**src/level_guard_defs.vh**
```
// shared constants for the level guard and sleep/wake sequencer
`ifndef LEVEL_GUARD_DEFS_VH
`define LEVEL_GUARD_DEFS_VH
`define ACT_NONE 2'h0
`define ACT_ALARM 2'h1
`define ACT_FAULT 2'h2
`define ACT_BOTH 2'h3
`define LOW_THRESHOLD_RST 16'h0000
`define HIGH_THRESHOLD_RST 16'h0000
`define LOW_TIME_RST 14'h0000
`define HIGH_TIME_RST 14'h0000
`define WAKE_DEVIATION_RST 16'h01f4
`define WAKE_TIME_RST 14'h0032
`define SLEEP_SPEED_RST 16'h0064
`define SLEEP_SPEED_MAX 16'hea60
`define SLEEP_TIME_RST 14'h0064
`define TIME_MAX 14'h270f
`define TICK_PERIOD_NS 100000000
`define CLK_PERIOD_NS 25
`define TICK_CYCLES (`TICK_PERIOD_NS / `CLK_PERIOD_NS)
`define EVT_LOW_ALARM 16'h0001
`define EVT_HIGH_ALARM 16'h0002
`define EVT_NONE 16'h0000
`define REG_CTRL 12'h000
`define REG_LOW_THR 12'h004
`define REG_LOW_TIME 12'h008
`define REG_HIGH_THR 12'h00c
`define REG_HIGH_TIME 12'h010
`define REG_WAKE_DEV 12'h014
`define REG_WAKE_TIME 12'h018
`define REG_SLEEP_SPD 12'h01c
`define REG_SLEEP_TIME 12'h020
`define REG_MIN_SPD 12'h024
`define REG_STATUS 12'h028
`define REG_IRQ_STAT 12'h02c
`define REG_IRQ_MASK 12'h030
`define MIN_SPEED_RST 16'h0000
`endif

```
**src/tick_divider.v**
```verilog
// divider producing the 0.1 s tick enable
`timescale 1ns/1ps
`default_nettype none
`include "level_guard_defs.vh"
module tick_divider #(
  parameter [31:0] TICK_CYCLES = `TICK_CYCLES
) (
  input wire i_core_clk,
  input wire i_rst_n,
  output reg o_tick
);
  reg [31:0] count;
  always @(posedge i_core_clk)
  begin
    if (!i_rst_n)
    begin
      count <= 32'h0;
      o_tick <= 1'b0;
    end
    else if (count >= TICK_CYCLES - 32'h1)
    begin
      count <= 32'h0;
      o_tick <= 1'b1;
    end
    else
    begin
      count <= count + 32'h1;
      o_tick <= 1'b0;
    end
  end
endmodule // tick_divider
`default_nettype wire

```
**src/persist_timer.v**
```verilog
// persistence timer counting ticks while a condition holds
`timescale 1ns/1ps
`default_nettype none
module persist_timer (
  input wire i_core_clk,
  input wire i_rst_n,
  input wire i_tick,
  input wire i_cond,
  input wire [13:0] i_limit,
  output wire o_done
);
  reg [13:0] count;
  // zero limit means done as soon as the condition holds
  assign o_done = i_cond && (count >= i_limit);
  always @(posedge i_core_clk)
  begin
    if (!i_rst_n)
      count <= 14'h0;
    else if (!i_cond)
      count <= 14'h0;
    else if (i_tick && count < i_limit)
      count <= count + 14'h1;
  end
endmodule // persist_timer
`default_nettype wire

```
**src/pid_level_guard_sleep_wake.v**
```verilog
// level protection and sleep/wake sequencer with apb registers
// How it works
// - low action code: none, alarm, fault, or both when below low threshold
// - signed 16-bit low threshold, default zero, strict less-than compare
// - low fault needs low condition persisting for programmed time
// - high action uses same code, applies when strictly above high threshold
// - signed 16-bit high threshold, default zero
// - high fault needs high condition persisting for programmed time
// - low and high alarms report distinct event codes
// - sleep enable bit, default off
// - sequencer acts only when controller enabled and automatic
// - wake threshold is setpoint minus/plus deviation by direction
// - wake must persist for wake time; lapse restarts count
// - run active at power-up with wake true starts motor at once
// - run active without completed wake stays asleep, motor stopped
// - on wake ramp to minimum speed before handing to controller
// - sleep countdown while speed below threshold, aborts otherwise
// - after sleep time issue stop, sleep once speed reaches zero
//
// Design decisions made here: register access over APB and the register addresses.
`timescale 1ns/1ps
`default_nettype none
`include "level_guard_defs.vh"
module pid_level_guard_sleep_wake #(
  parameter [31:0] TICK_CYCLES = `TICK_CYCLES
) (
  input wire i_core_clk,
  input wire i_rst_n,
  input wire i_psel,
  input wire i_penable,
  input wire i_pwrite,
  input wire [11:0] i_paddr,
  input wire [31:0] i_pwdata,
  output reg [31:0] o_prdata,
  output reg o_pready,
  output reg o_pslverr,
  input wire [15:0] i_process_variable_value,
  input wire [15:0] i_setpoint,
  input wire [15:0] i_motor_speed,
  input wire i_run_stop_input,
  input wire i_pid_enabled,
  input wire i_pid_automatic,
  input wire i_pid_reverse,
  output reg o_low_alarm,
  output reg o_high_alarm,
  output reg o_low_fault,
  output reg o_high_fault,
  output reg [15:0] o_alarm_event_code,
  output reg o_motor_run,
  output reg o_min_speed_ramp,
  output reg o_pid_speed_control,
  output reg o_asleep,
  output reg o_irq
);
  localparam [4:0] ST_IDLE = 5'h01;
  localparam [4:0] ST_ASLEEP = 5'h02;
  localparam [4:0] ST_RAMP = 5'h04;
  localparam [4:0] ST_RUN = 5'h08;
  localparam [4:0] ST_STOPPING = 5'h10;

  // pins from outside the clock domain, two flops each
  reg [15:0] pv_s1, pv_s2, sp_s1, sp_s2, spd_s1, spd_s2;
  reg [4:0] st_s1, st_s2;
  always @(posedge i_core_clk)
  begin
    if (!i_rst_n)
    begin
      pv_s1 <= 16'h0;
      pv_s2 <= 16'h0;
      sp_s1 <= 16'h0;
      sp_s2 <= 16'h0;
      spd_s1 <= 16'h0;
      spd_s2 <= 16'h0;
      st_s1 <= 5'h0;
      st_s2 <= 5'h0;
    end
    else
    begin
      pv_s1 <= i_process_variable_value;
      pv_s2 <= pv_s1;
      sp_s1 <= i_setpoint;
      sp_s2 <= sp_s1;
      spd_s1 <= i_motor_speed;
      spd_s2 <= spd_s1;
      st_s1 <= {i_run_stop_input, i_pid_enabled, i_pid_automatic, i_pid_reverse, 1'b0};
      st_s2 <= st_s1;
    end
  end
  wire run_cmd = st_s2[4];
  wire pid_en = st_s2[3];
  wire pid_auto = st_s2[2];
  wire pid_rev = st_s2[1];

  // configuration registers
  reg [1:0] low_level_action_cfg, high_level_action_cfg;
  reg [15:0] low_level_threshold, high_level_threshold;
  reg [13:0] low_level_fault_time, high_level_fault_time;
  reg sleep_enable_cfg;
  reg [15:0] wake_deviation, sleep_speed_threshold, minimum_motor_speed;
  reg [13:0] wake_persist_time, sleep_persist_time;
  reg [1:0] irq_stat, irq_mask;
  reg [4:0] state;
  reg powerup_window;
  reg [1:0] settle;

  function [13:0] clamp_time;
    input [31:0] v;
    begin
      clamp_time = (v[13:0] > `TIME_MAX || v[31:14] != 18'h0) ? `TIME_MAX : v[13:0];
    end
  endfunction

  function has_alarm;
    input [1:0] act;
    begin
      has_alarm = (act == `ACT_ALARM) || (act == `ACT_BOTH);
    end
  endfunction

  function has_fault;
    input [1:0] act;
    begin
      has_fault = (act == `ACT_FAULT) || (act == `ACT_BOTH);
    end
  endfunction

  wire tick;
  tick_divider #(.TICK_CYCLES(TICK_CYCLES)) u_tick (
    .i_core_clk(i_core_clk),
    .i_rst_n(i_rst_n),
    .o_tick(tick)
  );

  wire low_cond = $signed(pv_s2) < $signed(low_level_threshold);
  wire high_cond = $signed(pv_s2) > $signed(high_level_threshold);
  // wake threshold by direction, widened against overflow
  wire signed [16:0] wake_thr = pid_rev ?
    ($signed({sp_s2[15], sp_s2}) + $signed({wake_deviation[15], wake_deviation})) :
    ($signed({sp_s2[15], sp_s2}) - $signed({wake_deviation[15], wake_deviation}));
  wire signed [16:0] pv_wide = $signed({pv_s2[15], pv_s2});
  wire wake_cond = pid_rev ? (pv_wide > wake_thr) : (pv_wide < wake_thr);
  wire slow_cond = spd_s2 < sleep_speed_threshold;
  // sequencer active only in enabled automatic mode
  wire seq_active = sleep_enable_cfg && pid_en && pid_auto;

  wire low_done, high_done, wake_done, sleep_done;
  genvar g;
  generate
    for (g = 0; g < 4; g = g + 1)
    begin : g_timer
      wire cond_w = (g == 0) ? low_cond : (g == 1) ? high_cond :
                    (g == 2) ? (wake_cond && seq_active) : (slow_cond && seq_active);
      wire [13:0] lim_w = (g == 0) ? low_level_fault_time : (g == 1) ? high_level_fault_time :
                          (g == 2) ? wake_persist_time : sleep_persist_time;
      wire done_w;
      persist_timer u_timer (
        .i_core_clk(i_core_clk),
        .i_rst_n(i_rst_n),
        .i_tick(tick),
        .i_cond(cond_w),
        .i_limit(lim_w),
        .o_done(done_w)
      );
    end
  endgenerate
  assign low_done = g_timer[0].done_w;
  assign high_done = g_timer[1].done_w;
  assign wake_done = g_timer[2].done_w;
  assign sleep_done = g_timer[3].done_w;

  // level protection outputs
  always @(posedge i_core_clk)
  begin
    if (!i_rst_n)
    begin
      o_low_alarm <= 1'b0;
      o_high_alarm <= 1'b0;
      o_low_fault <= 1'b0;
      o_high_fault <= 1'b0;
      o_alarm_event_code <= `EVT_NONE;
    end
    else
    begin
      o_low_alarm <= low_cond && has_alarm(low_level_action_cfg);
      o_high_alarm <= high_cond && has_alarm(high_level_action_cfg);
      if (low_done && has_fault(low_level_action_cfg))
        o_low_fault <= 1'b1;
      if (high_done && has_fault(high_level_action_cfg))
        o_high_fault <= 1'b1;
      if (low_cond && has_alarm(low_level_action_cfg))
        o_alarm_event_code <= `EVT_LOW_ALARM;
      else if (high_cond && has_alarm(high_level_action_cfg))
        o_alarm_event_code <= `EVT_HIGH_ALARM;
      else
        o_alarm_event_code <= `EVT_NONE;
    end
  end

  // sleep/wake sequencer
  reg [4:0] next_state;
  always @*
  begin
    next_state = state;
    case (state)
      ST_IDLE:
        if (run_cmd)
          next_state = seq_active ? ST_ASLEEP : ST_RUN;
      ST_ASLEEP:
        if (!run_cmd)
          next_state = ST_IDLE;
        else if (!seq_active || wake_done || (powerup_window && wake_cond))
          next_state = ST_RAMP;
      ST_RAMP:
        if (!run_cmd)
          next_state = ST_IDLE;
        else if (spd_s2 >= minimum_motor_speed)
          next_state = ST_RUN;
      ST_RUN:
        if (!run_cmd)
          next_state = ST_IDLE;
        else if (seq_active && sleep_done)
          next_state = ST_STOPPING;
      ST_STOPPING:
        if (!run_cmd)
          next_state = ST_IDLE;
        else if (spd_s2 == 16'h0)
          next_state = ST_ASLEEP;
      default:
        next_state = ST_IDLE;
    endcase
  end

  always @(posedge i_core_clk)
  begin
    if (!i_rst_n)
    begin
      state <= ST_IDLE;
      powerup_window <= 1'b1;
      settle <= 2'h0;
      o_motor_run <= 1'b0;
      o_min_speed_ramp <= 1'b0;
      o_pid_speed_control <= 1'b0;
      o_asleep <= 1'b0;
    end
    else
    begin
      state <= next_state;
      settle <= {settle[0], 1'b1};
      // sync pipes read zero just after reset, so wait for them before closing
      if (state != ST_IDLE || (settle[1] && !run_cmd))
        powerup_window <= 1'b0;
      o_motor_run <= (next_state == ST_RAMP) || (next_state == ST_RUN);
      o_min_speed_ramp <= (next_state == ST_RAMP);
      o_pid_speed_control <= (next_state == ST_RUN);
      o_asleep <= (next_state == ST_ASLEEP);
    end
  end

  // apb slave, zero wait states
  wire apb_acc = i_psel && i_penable;
  wire apb_wr = apb_acc && i_pwrite;
  wire apb_rd = apb_acc && !i_pwrite;
  wire [1:0] irq_evt = {high_cond && has_alarm(high_level_action_cfg),
                        low_cond && has_alarm(low_level_action_cfg)};
  reg [31:0] rd_mux;
  reg rd_ok;
  always @*
  begin
    rd_ok = 1'b1;
    case (i_paddr)
      `REG_CTRL: rd_mux = {27'h0, sleep_enable_cfg, high_level_action_cfg, low_level_action_cfg};
      `REG_LOW_THR: rd_mux = {16'h0, low_level_threshold};
      `REG_LOW_TIME: rd_mux = {18'h0, low_level_fault_time};
      `REG_HIGH_THR: rd_mux = {16'h0, high_level_threshold};
      `REG_HIGH_TIME: rd_mux = {18'h0, high_level_fault_time};
      `REG_WAKE_DEV: rd_mux = {16'h0, wake_deviation};
      `REG_WAKE_TIME: rd_mux = {18'h0, wake_persist_time};
      `REG_SLEEP_SPD: rd_mux = {16'h0, sleep_speed_threshold};
      `REG_SLEEP_TIME: rd_mux = {18'h0, sleep_persist_time};
      `REG_MIN_SPD: rd_mux = {16'h0, minimum_motor_speed};
      `REG_STATUS: rd_mux = {23'h0, state, o_high_fault, o_low_fault, o_high_alarm, o_low_alarm};
      `REG_IRQ_STAT: rd_mux = {30'h0, irq_stat};
      `REG_IRQ_MASK: rd_mux = {30'h0, irq_mask};
      default:
      begin
        rd_mux = 32'h0;
        rd_ok = 1'b0;
      end
    endcase
  end

  always @(posedge i_core_clk)
  begin
    if (!i_rst_n)
    begin
      low_level_action_cfg <= `ACT_NONE;
      high_level_action_cfg <= `ACT_NONE;
      sleep_enable_cfg <= 1'b0;
      low_level_threshold <= `LOW_THRESHOLD_RST;
      high_level_threshold <= `HIGH_THRESHOLD_RST;
      low_level_fault_time <= `LOW_TIME_RST;
      high_level_fault_time <= `HIGH_TIME_RST;
      wake_deviation <= `WAKE_DEVIATION_RST;
      wake_persist_time <= `WAKE_TIME_RST;
      sleep_speed_threshold <= `SLEEP_SPEED_RST;
      sleep_persist_time <= `SLEEP_TIME_RST;
      minimum_motor_speed <= `MIN_SPEED_RST;
      irq_stat <= 2'h0;
      irq_mask <= 2'h0;
      o_prdata <= 32'h0;
      o_pready <= 1'b0;
      o_pslverr <= 1'b0;
      o_irq <= 1'b0;
    end
    else
    begin
      o_pready <= i_psel && !i_penable;
      o_pslverr <= i_psel && !i_penable && !rd_ok;
      o_prdata <= (i_psel && !i_penable && !i_pwrite) ? rd_mux : 32'h0;
      if (apb_wr && rd_ok)
      begin
        case (i_paddr)
          `REG_CTRL:
          begin
            low_level_action_cfg <= i_pwdata[1:0];
            high_level_action_cfg <= i_pwdata[3:2];
            sleep_enable_cfg <= i_pwdata[4];
          end
          `REG_LOW_THR: low_level_threshold <= i_pwdata[15:0];
          `REG_LOW_TIME: low_level_fault_time <= clamp_time(i_pwdata);
          `REG_HIGH_THR: high_level_threshold <= i_pwdata[15:0];
          `REG_HIGH_TIME: high_level_fault_time <= clamp_time(i_pwdata);
          `REG_WAKE_DEV: wake_deviation <= i_pwdata[15:0];
          `REG_WAKE_TIME: wake_persist_time <= clamp_time(i_pwdata);
          `REG_SLEEP_SPD: sleep_speed_threshold <= (i_pwdata[15:0] > `SLEEP_SPEED_MAX) ?
            `SLEEP_SPEED_MAX : i_pwdata[15:0];
          `REG_SLEEP_TIME: sleep_persist_time <= clamp_time(i_pwdata);
          `REG_MIN_SPD: minimum_motor_speed <= i_pwdata[15:0];
          `REG_IRQ_MASK: irq_mask <= i_pwdata[1:0];
          default: irq_mask <= irq_mask;
        endcase
      end
      // set wins over read-clear
      if (apb_rd && i_paddr == `REG_IRQ_STAT)
        irq_stat <= irq_evt;
      else
        irq_stat <= irq_stat | irq_evt;
      o_irq <= |(irq_stat & irq_mask);
    end
  end
endmodule // pid_level_guard_sleep_wake
`default_nettype wire

```
**config.mk**
```make
export PLATFORM = sky130hd
export DESIGN_NAME = pid_level_guard_sleep_wake
export DESIGN_NICKNAME = d
export VERILOG_FILES = /design/src/tick_divider.v /design/src/persist_timer.v /design/src/pid_level_guard_sleep_wake.v
export VERILOG_INCLUDE_DIRS = /design/src
export SDC_FILE = /design/constraint.sdc
export NUM_CORES = 1
export LEC_CHECK = 0
export ABC_AREA = 1
export CORE_UTILIZATION = 55
export DETAILED_ROUTE_END_ITERATION = 16
export DONT_BUFFER_PORTS = 1
export PLACE_DENSITY = 0.71
export SLEW_MARGIN = 20
export SYNTH_ARGS = -nofsm -noshare
export SYNTH_HDL_FRONTEND = slang
export SYNTH_HIERARCHICAL = 1
export SYNTH_SLANG_ARGS = --single-unit
```
**constraint.sdc**
```tcl
create_clock -name i_core_clk -period 5.5 [get_ports i_core_clk]
set_input_delay 1.375 -clock i_core_clk [delete_from_list [all_inputs] [get_ports i_core_clk]]
set_output_delay 1.375 -clock i_core_clk [all_outputs]
set_load 0.05 [all_outputs]
```
**After elaboration in Yosys (flattened, before gate mapping)**

Index checks and enable logic that the tools add are counted.
Widths: inputs -> output; s select.

- Add/subtract/negate cells: 7
- $lt $le $gt $ge: 17
- Equal/unequal tests: 27
- Multiplexer cells: 22
- Bitwise gates (word level): 3
- Reductions and logical operators: 64

Operator list:

| kind | count |
|---|---|
| $pmux 16 s13 | 1 |
| $eq 12x6->1 const B | 5 |
| $add 14x1->14 const B | 4 |
| $ge 14x14->1 | 4 |
| $lt 14x14->1 | 4 |
| $eq 12x5->1 const B | 4 |
| $mux 5 | 9 |
| $add 32x1->32 const B | 1 |
| $ge 32x22->1 const B | 1 |
| $lt 16x16->1 | 2 |
| $reduce_and 2->1 | 16 |
| $logic_and 1x1->1 | 27 |
| $pmux 5 s5 | 1 |
| $eq 12x4->1 const B | 2 |
| $reduce_bool 18->1 | 1 |
| $add 16x16->17 | 1 |
| $gt 16x17->1 | 1 |
| $lt 16x17->1 | 1 |
| $mux 17 | 1 |
| $sub 16x16->17 | 1 |
| $ge 16x16->1 | 1 |
| $gt 16x16->1 | 1 |
| $gt 16x16->1 const B | 1 |
| $logic_not 16->1 | 1 |
| 23 further kinds | 49 |

- Flip-flop bits (word level): 393
- Bits of input ports: 101
- Output and inout port bits: 59

**Logic depth before layout (Yosys ltp)**

- Depth after elaboration: 13
- Depth in mapped cells: 39
- Gate-level depth less buffers: 39

**Hierarchy**

The synthesis kept the hierarchy.

By module, submodules not included:

| module | instances | cells each | area an instance (sq um) |
|---|---|---|---|
| pid_level_guard_sleep_wake | 1 | 1,764 | 13,688.1 |
| persist_timer | 4 | 226 | 1,337.5 |
| tick_divider | 1 | 188 | 1,431.4 |

**Worst setup path before layout**

Ideal clock, no wire load.

- Path type: register to register
- Start point: register wake_deviation[1]
- End point: register g_timer[2].u_timer.count[0]
- Data arrival time: 4.313 ns
- Required time: 5.436 ns
- Path slack: 1.123 ns
- Stages on the path, launching flop included: 33
- Cell sequence: dfxtp_1 inv_1 ha_1 nand3_1 nor3_1 nand3_1 nor3_1 and3_1 nor2_1 xor2_1 ha_1 nand2_1 nor2_1 a2111oi_0 nand2_1 nand3_1 nand2_1 ha_1 nand2_1 nor2_1 nand2_1 nor2_1 nor2_1 nand2_1 nand2_1 nand3_1 nand2_1 nor2_1 nand2_1 inv_1 buf_1 nand2_1 nor2_1

- Longest elaborated chain between the ends: 6
- Elaborated cells between the ends (all ways): 8
- Those cells by class: add/sub (2); order compare (2); mux (2); reduce/logical (2)

RTL lines:

| element | RTL line | text |
|---|---|---|
| from (decl) | pid_level_guard_sleep_wake.v:99 | `reg [15:0] wake_deviation, sleep_speed_threshold, minimum_motor_speed;` |
| from (signal assigned) | pid_level_guard_sleep_wake.v:303 | `` wake_deviation <= `WAKE_DEVIATION_RST; `` |
| from (signal assigned) | pid_level_guard_sleep_wake.v:333 | `` `REG_WAKE_DEV: wake_deviation <= i_pwdata[15:0]; `` |
| $sub 16x16->17 or $add 16x16->17 (tied branches) | pid_level_guard_sleep_wake.v:139, pid_level_guard_sleep_wake.v:138 |  |
| $mux 17 * | pid_level_guard_sleep_wake.v:137 | `wire signed [16:0] wake_thr = pid_rev ?` |
| $lt 16x17->1 or $gt 16x17->1 (tied branches) | pid_level_guard_sleep_wake.v:141 | `wire wake_cond = pid_rev ? (pv_wide > wake_thr) : (pv_wide < wake_thr);` |
| $mux 1 * | pid_level_guard_sleep_wake.v:141 |  |
| $logic_and 1x1->1 * | -- |  |
| via g_timer[2].cond_w | pid_level_guard_sleep_wake.v:151 | `wire cond_w = (g == 0) ? low_cond : (g == 1) ? high_cond :` |
| $reduce_and 2->1 (no source line) * | -- |  |
| to (signal assigned) | persist_timer.v:22 | `count <= count + 14'h1;` |
| to (decl) | persist_timer.v:12 | `reg [13:0] count;` |

Mark *: on every way through the listed nets, which the timed path passes. The rest lies on a longest branch.
A chain may end at the register's enable or synchronous reset.

**Worst setup path in the final report**

- Start point: register wake_deviation[0]
- End point: register o_min_speed_ramp

- Longest elaborated chain between the ends: 12
- Elaborated cells between the ends (all ways): 15
- Those cells by class: add/sub (2); order compare (2); eq/ne (1); mux (5); reduce/logical (5)

RTL lines:

| element | RTL line | text |
|---|---|---|
| $sub 16x16->17 or $add 16x16->17 (tied branches) | pid_level_guard_sleep_wake.v:139, pid_level_guard_sleep_wake.v:138 |  |
| $mux 17 * | pid_level_guard_sleep_wake.v:137 |  |
| $lt 16x17->1 or $gt 16x17->1 (tied branches) | pid_level_guard_sleep_wake.v:141 |  |
| $mux 1 * | pid_level_guard_sleep_wake.v:141 |  |
| $logic_and 1x1->1 * | -- |  |
| via g_timer[2].cond_w | pid_level_guard_sleep_wake.v:151 |  |
| $logic_and 1x1->1 * | persist_timer.v:14 | `assign o_done = i_cond && (count >= i_limit);` |
| via g_timer[2].done_w | pid_level_guard_sleep_wake.v:155 | `wire done_w;` |
| $logic_or 1x1->1 * (2 in a row) | pid_level_guard_sleep_wake.v:211 | `else if (!seq_active \|\| wake_done \|\| (powerup_window && wake_cond))` |
| $mux 5 * | pid_level_guard_sleep_wake.v:211 |  |
| $mux 5 * | pid_level_guard_sleep_wake.v:209 | `if (!run_cmd)` |
| $pmux 5 s5 * | pid_level_guard_sleep_wake.v:204 | `case (state)` |
| $eq 5x3->1 * | pid_level_guard_sleep_wake.v:253 | `o_min_speed_ramp <= (next_state == ST_RAMP);` |
| to (signal assigned) | pid_level_guard_sleep_wake.v:253 |  |
| to (decl) | pid_level_guard_sleep_wake.v:50 | `output reg o_min_speed_ramp,` |

Marks and branches as above.

==> key figures <==
Status
  – Status: finished clean

Synthesis
  – Post-synthesis sequential area ratio: 0.366
  – Synth Area per Inst: 7.17 sq um
  – Post-synthesis xor/xnor area fraction: 0.0188
  – Synth Instances: 2856
  – EDFF count, synth: 0
  – Largest family of logic cells by synthesized area: simple AND/OR/NAND/NOR gates
  – Mux cell area share after synthesis: 0
  – Post-synth top area cell: dfxtp_1
  – Top cell type's share of synthesized area: 0.366
  – Adder-cell share of the synthesized area: 0.0982
  – Commonest cells in the synthesized netlist: 554 x nand2_1, 534 x inv_1, 374 x dfxtp_1
  – Synth unique cells: 52
  – Synthesized flop and latch total: ~370
  – Top cells by area, synth: dfxtp_1 37%, nand2_1 10%, inv_1 9.8%
  – YS warnings: 6
  – Compound-Gate Fraction of Synth Area: 0.134
  – Simple-gate share of the synthesized area: 0.246
  – Most numerous cell in the Yosys netlist: nand2_1
  – Cell Area, Synth: 20500 sq um
  – Predominant post-synthesis flop cell: dfxtp_1
  – Fraction of registers with async set/reset: 0

Critical path
  – WP data required: between 5 and 6 ns
  – Crit-path most repeated cell: nand2_1
  – Crit Path Category: reg2reg
  – Worst reg2reg endpoint: o_min_speed_ramp$_SDFF_PN0_
  – Reg2reg start: wake_deviation[0]$_SDFFE_PN0P_
  – Worst reg-to-reg setup slack: 0.57 ns
  – Max incr delay on CP: 0.40 ns
  – Worst Setup SP: wake_deviation[0]$_SDFFE_PN0P_
  – Worst path arrival time: 5.41 ns
  – Worst r2r path cells: 34
  – Crit-path max FO: 5
  – CP Launch Type: register
  – Slowest-stage cell, CP: a2111oi_2
  – Worst Setup EP: o_min_speed_ramp$_SDFF_PN0_
  – Crit. End Element: register

Layout
  – Multi-input gate area: 10400 sq um
  – Non-filler cells, final: 3326
  – Area growth syn-to-layout: 8.07%
  – Utilization after layout: 0.604
  – Fill cell count: 3402
  – Reg area: 7490 sq um
  – Antenna Cells: 0
  – Share of cells above drive strength 1: 0.0689
  – # nets final: roughly 3100

Drt
  – Vias/cell: 5.51
  – Antenna Violating Nets Remaining: 0
  – Routed length per instance: 17.7 um
  – Routed WL: 58900 um
  – DR vias: 18300
  – DRT iter0 DRCs: 1291
  – First-pass DRT Iterations: 6
  – Post-route DRC violation count: 0

Hold path
  – Hold Crit Class: reg2reg
  – Hold_sp: spd_s1[3]$_SDFF_PN0_

Global route
  – Initial antenna violation count: 0
  – Grt total ovfl: 0
  – Largest net degree at the start of global routing: between 200 and 250
  – Total Routing Usage GR: 0.310
  – First-pass GRT wire length: ~92000 um
  – Number of global-route vias before repair: 17200

Power and ir drop
  – Worst ir drop on vdd: between 200 and 300 uV
  – PD cells: 283 nW/um^2
  – Leak pwr: approximately 10 nW
  – Total power: 6.26 mW

CTS
  – TritonCTS Buffers: slightly above 40
  – Clk_lat worst skew: 0.59 ns
  – CTS Sinks: ~370
  – H-tree Lvls: 2
  – CTS root buffer: clkbuf_16
  – CTS tree: yes
  – Clock transition at the registers of the reported paths: ~0.060 ns
  – Clock Path Buffers: 3

Timing
  – Final period util: 0.897
  – Crit path time final: 4.93 ns
  – Final Setup Violations: 0
  – Relative slew slack: 0.325
  – Upper clock frequency limit: between 200 and 250 MHz
  – Fin. max-slew vios: 0
  – Final Hold Fails: 0
  – Hold WS: between 0.4 and 0.5 ns
  – Clock Skews: 0.0309 ns
  – Post-route setup slack: between 0.5 and 0.6 ns
  – Worst Tran Pin Value: 1.01 ns

Placement
  – I/O Buffers: 0
  – RePlAce Congestion: between 0.9 and 1
  – Dpl ws: 0.164 ns
  – DP HPWL: 44000 um
  – Placed instance count: 3250

Die
  – Initial Utilization: 0.559
  – Die W: around 200 um
  – Number of I/O pins: 160
  – Die height: between 150 and 200 um
  – Core area: 36600 sq um
  – Row cnt: 70
  – Die ar.: 38000 sq um

Flow run
  – MaxCap Viol Count: 0
==> layer usage <==
layer  global-route usage  share of wire
met3               0.0665          0.083
met2                0.482           0.44
met4                0.147          0.047
met1                0.407           0.43
met5                    0         0.0011
==> timing repair <==
item,in CTS,in global routing
hold buffers,0,0
setup endpoints to repair,0,19
gates resized for setup,0,14
buffers inserted,0,1
==> critical path: cells and delay by family (launching register included) <==
kind                     cells  cell delay (ns)
AO/OA/AOI/OAI                3             0.70
XOR/XNOR                     1             0.15
adder cells (fa/ha/maj)      3             0.82
buffers and inverters        4             0.34
flip-flops                   1             0.32
AND/OR/NAND/NOR             23             2.47
==> area by class of cell <==
cell class	instances	area share
Multi-Input combinational cell	1844	0.468
Inverter	560	0.0954
Clock inverter	19	0.0165
Sequential cell	374	0.339
Clock buffer	56	0.0531
Tap cell	468	0.0265
Timing Repair Buffer	5	0.00170
==> worst min path at each step <==
stage / end / slack, ns / depth (start not counted)
CTS: st_s2[4]$_SDFF_PN0_ / 0.41 / 2
global placement: st_s2[4]$_SDFF_PN0_ / 0.39 / 2
finish: spd_s2[3]$_SDFF_PN0_ / 0.40 / 2
global route: sp_s2[3]$_SDFF_PN0_ / 0.43 / 2
detailed placement: st_s2[4]$_SDFF_PN0_ / 0.40 / 2
floorplan: pv_s2[0]$_SDFF_PN0_ / 0.39 / 2
==> placed cells by master, fill, tap and decap left out, types with 9 or more instances in the layout <==
cell       instances
a211oi_1           9
a21oi_1          218
a221oi_1          19
bufinv_16          9
clkbuf_16         42
conb_1            40
dfxtp_1          373
ha_1             158
inv_1            533
inv_2             24
nand2_1          554
nand2_2           17
nand3_1          130
nand3_2           11
nand4_1           82
nor2_1           206
nor2_2            30
nor2_4            10
nor3_1            33
nor3_2            11
nor4_1            14
o21ai_0           99
o21ai_1           82
o22ai_1           19
xnor2_1           11
xor2_1            33
==> per-stage QoR <==
stage                TNS (ns)  cell area (sq um)
floorplan                   0              20600
global placement            0              20500
detailed placement          0              20500
CTS                         0              22100
global route        -0.000685              22100
finish                      0              22100
==> power by group <==
part           internal, mW  switching (mW)  total (mW)  leakage (nW)
Clock                  1.93            1.19        3.12         0.744
Combinational         0.110           0.242       0.353          6.71
Sequential             2.75          0.0355        2.79          3.04
==> cell families after synthesis <==
kind of cell    after synthesis
buf+inv                     676
other cells                   2
simple gates               1109
xor+xnor                     44
fa+ha+maj                   160
flops                       374
compound gates              491
Note: power is estimated with default switching activity, not from simulation.
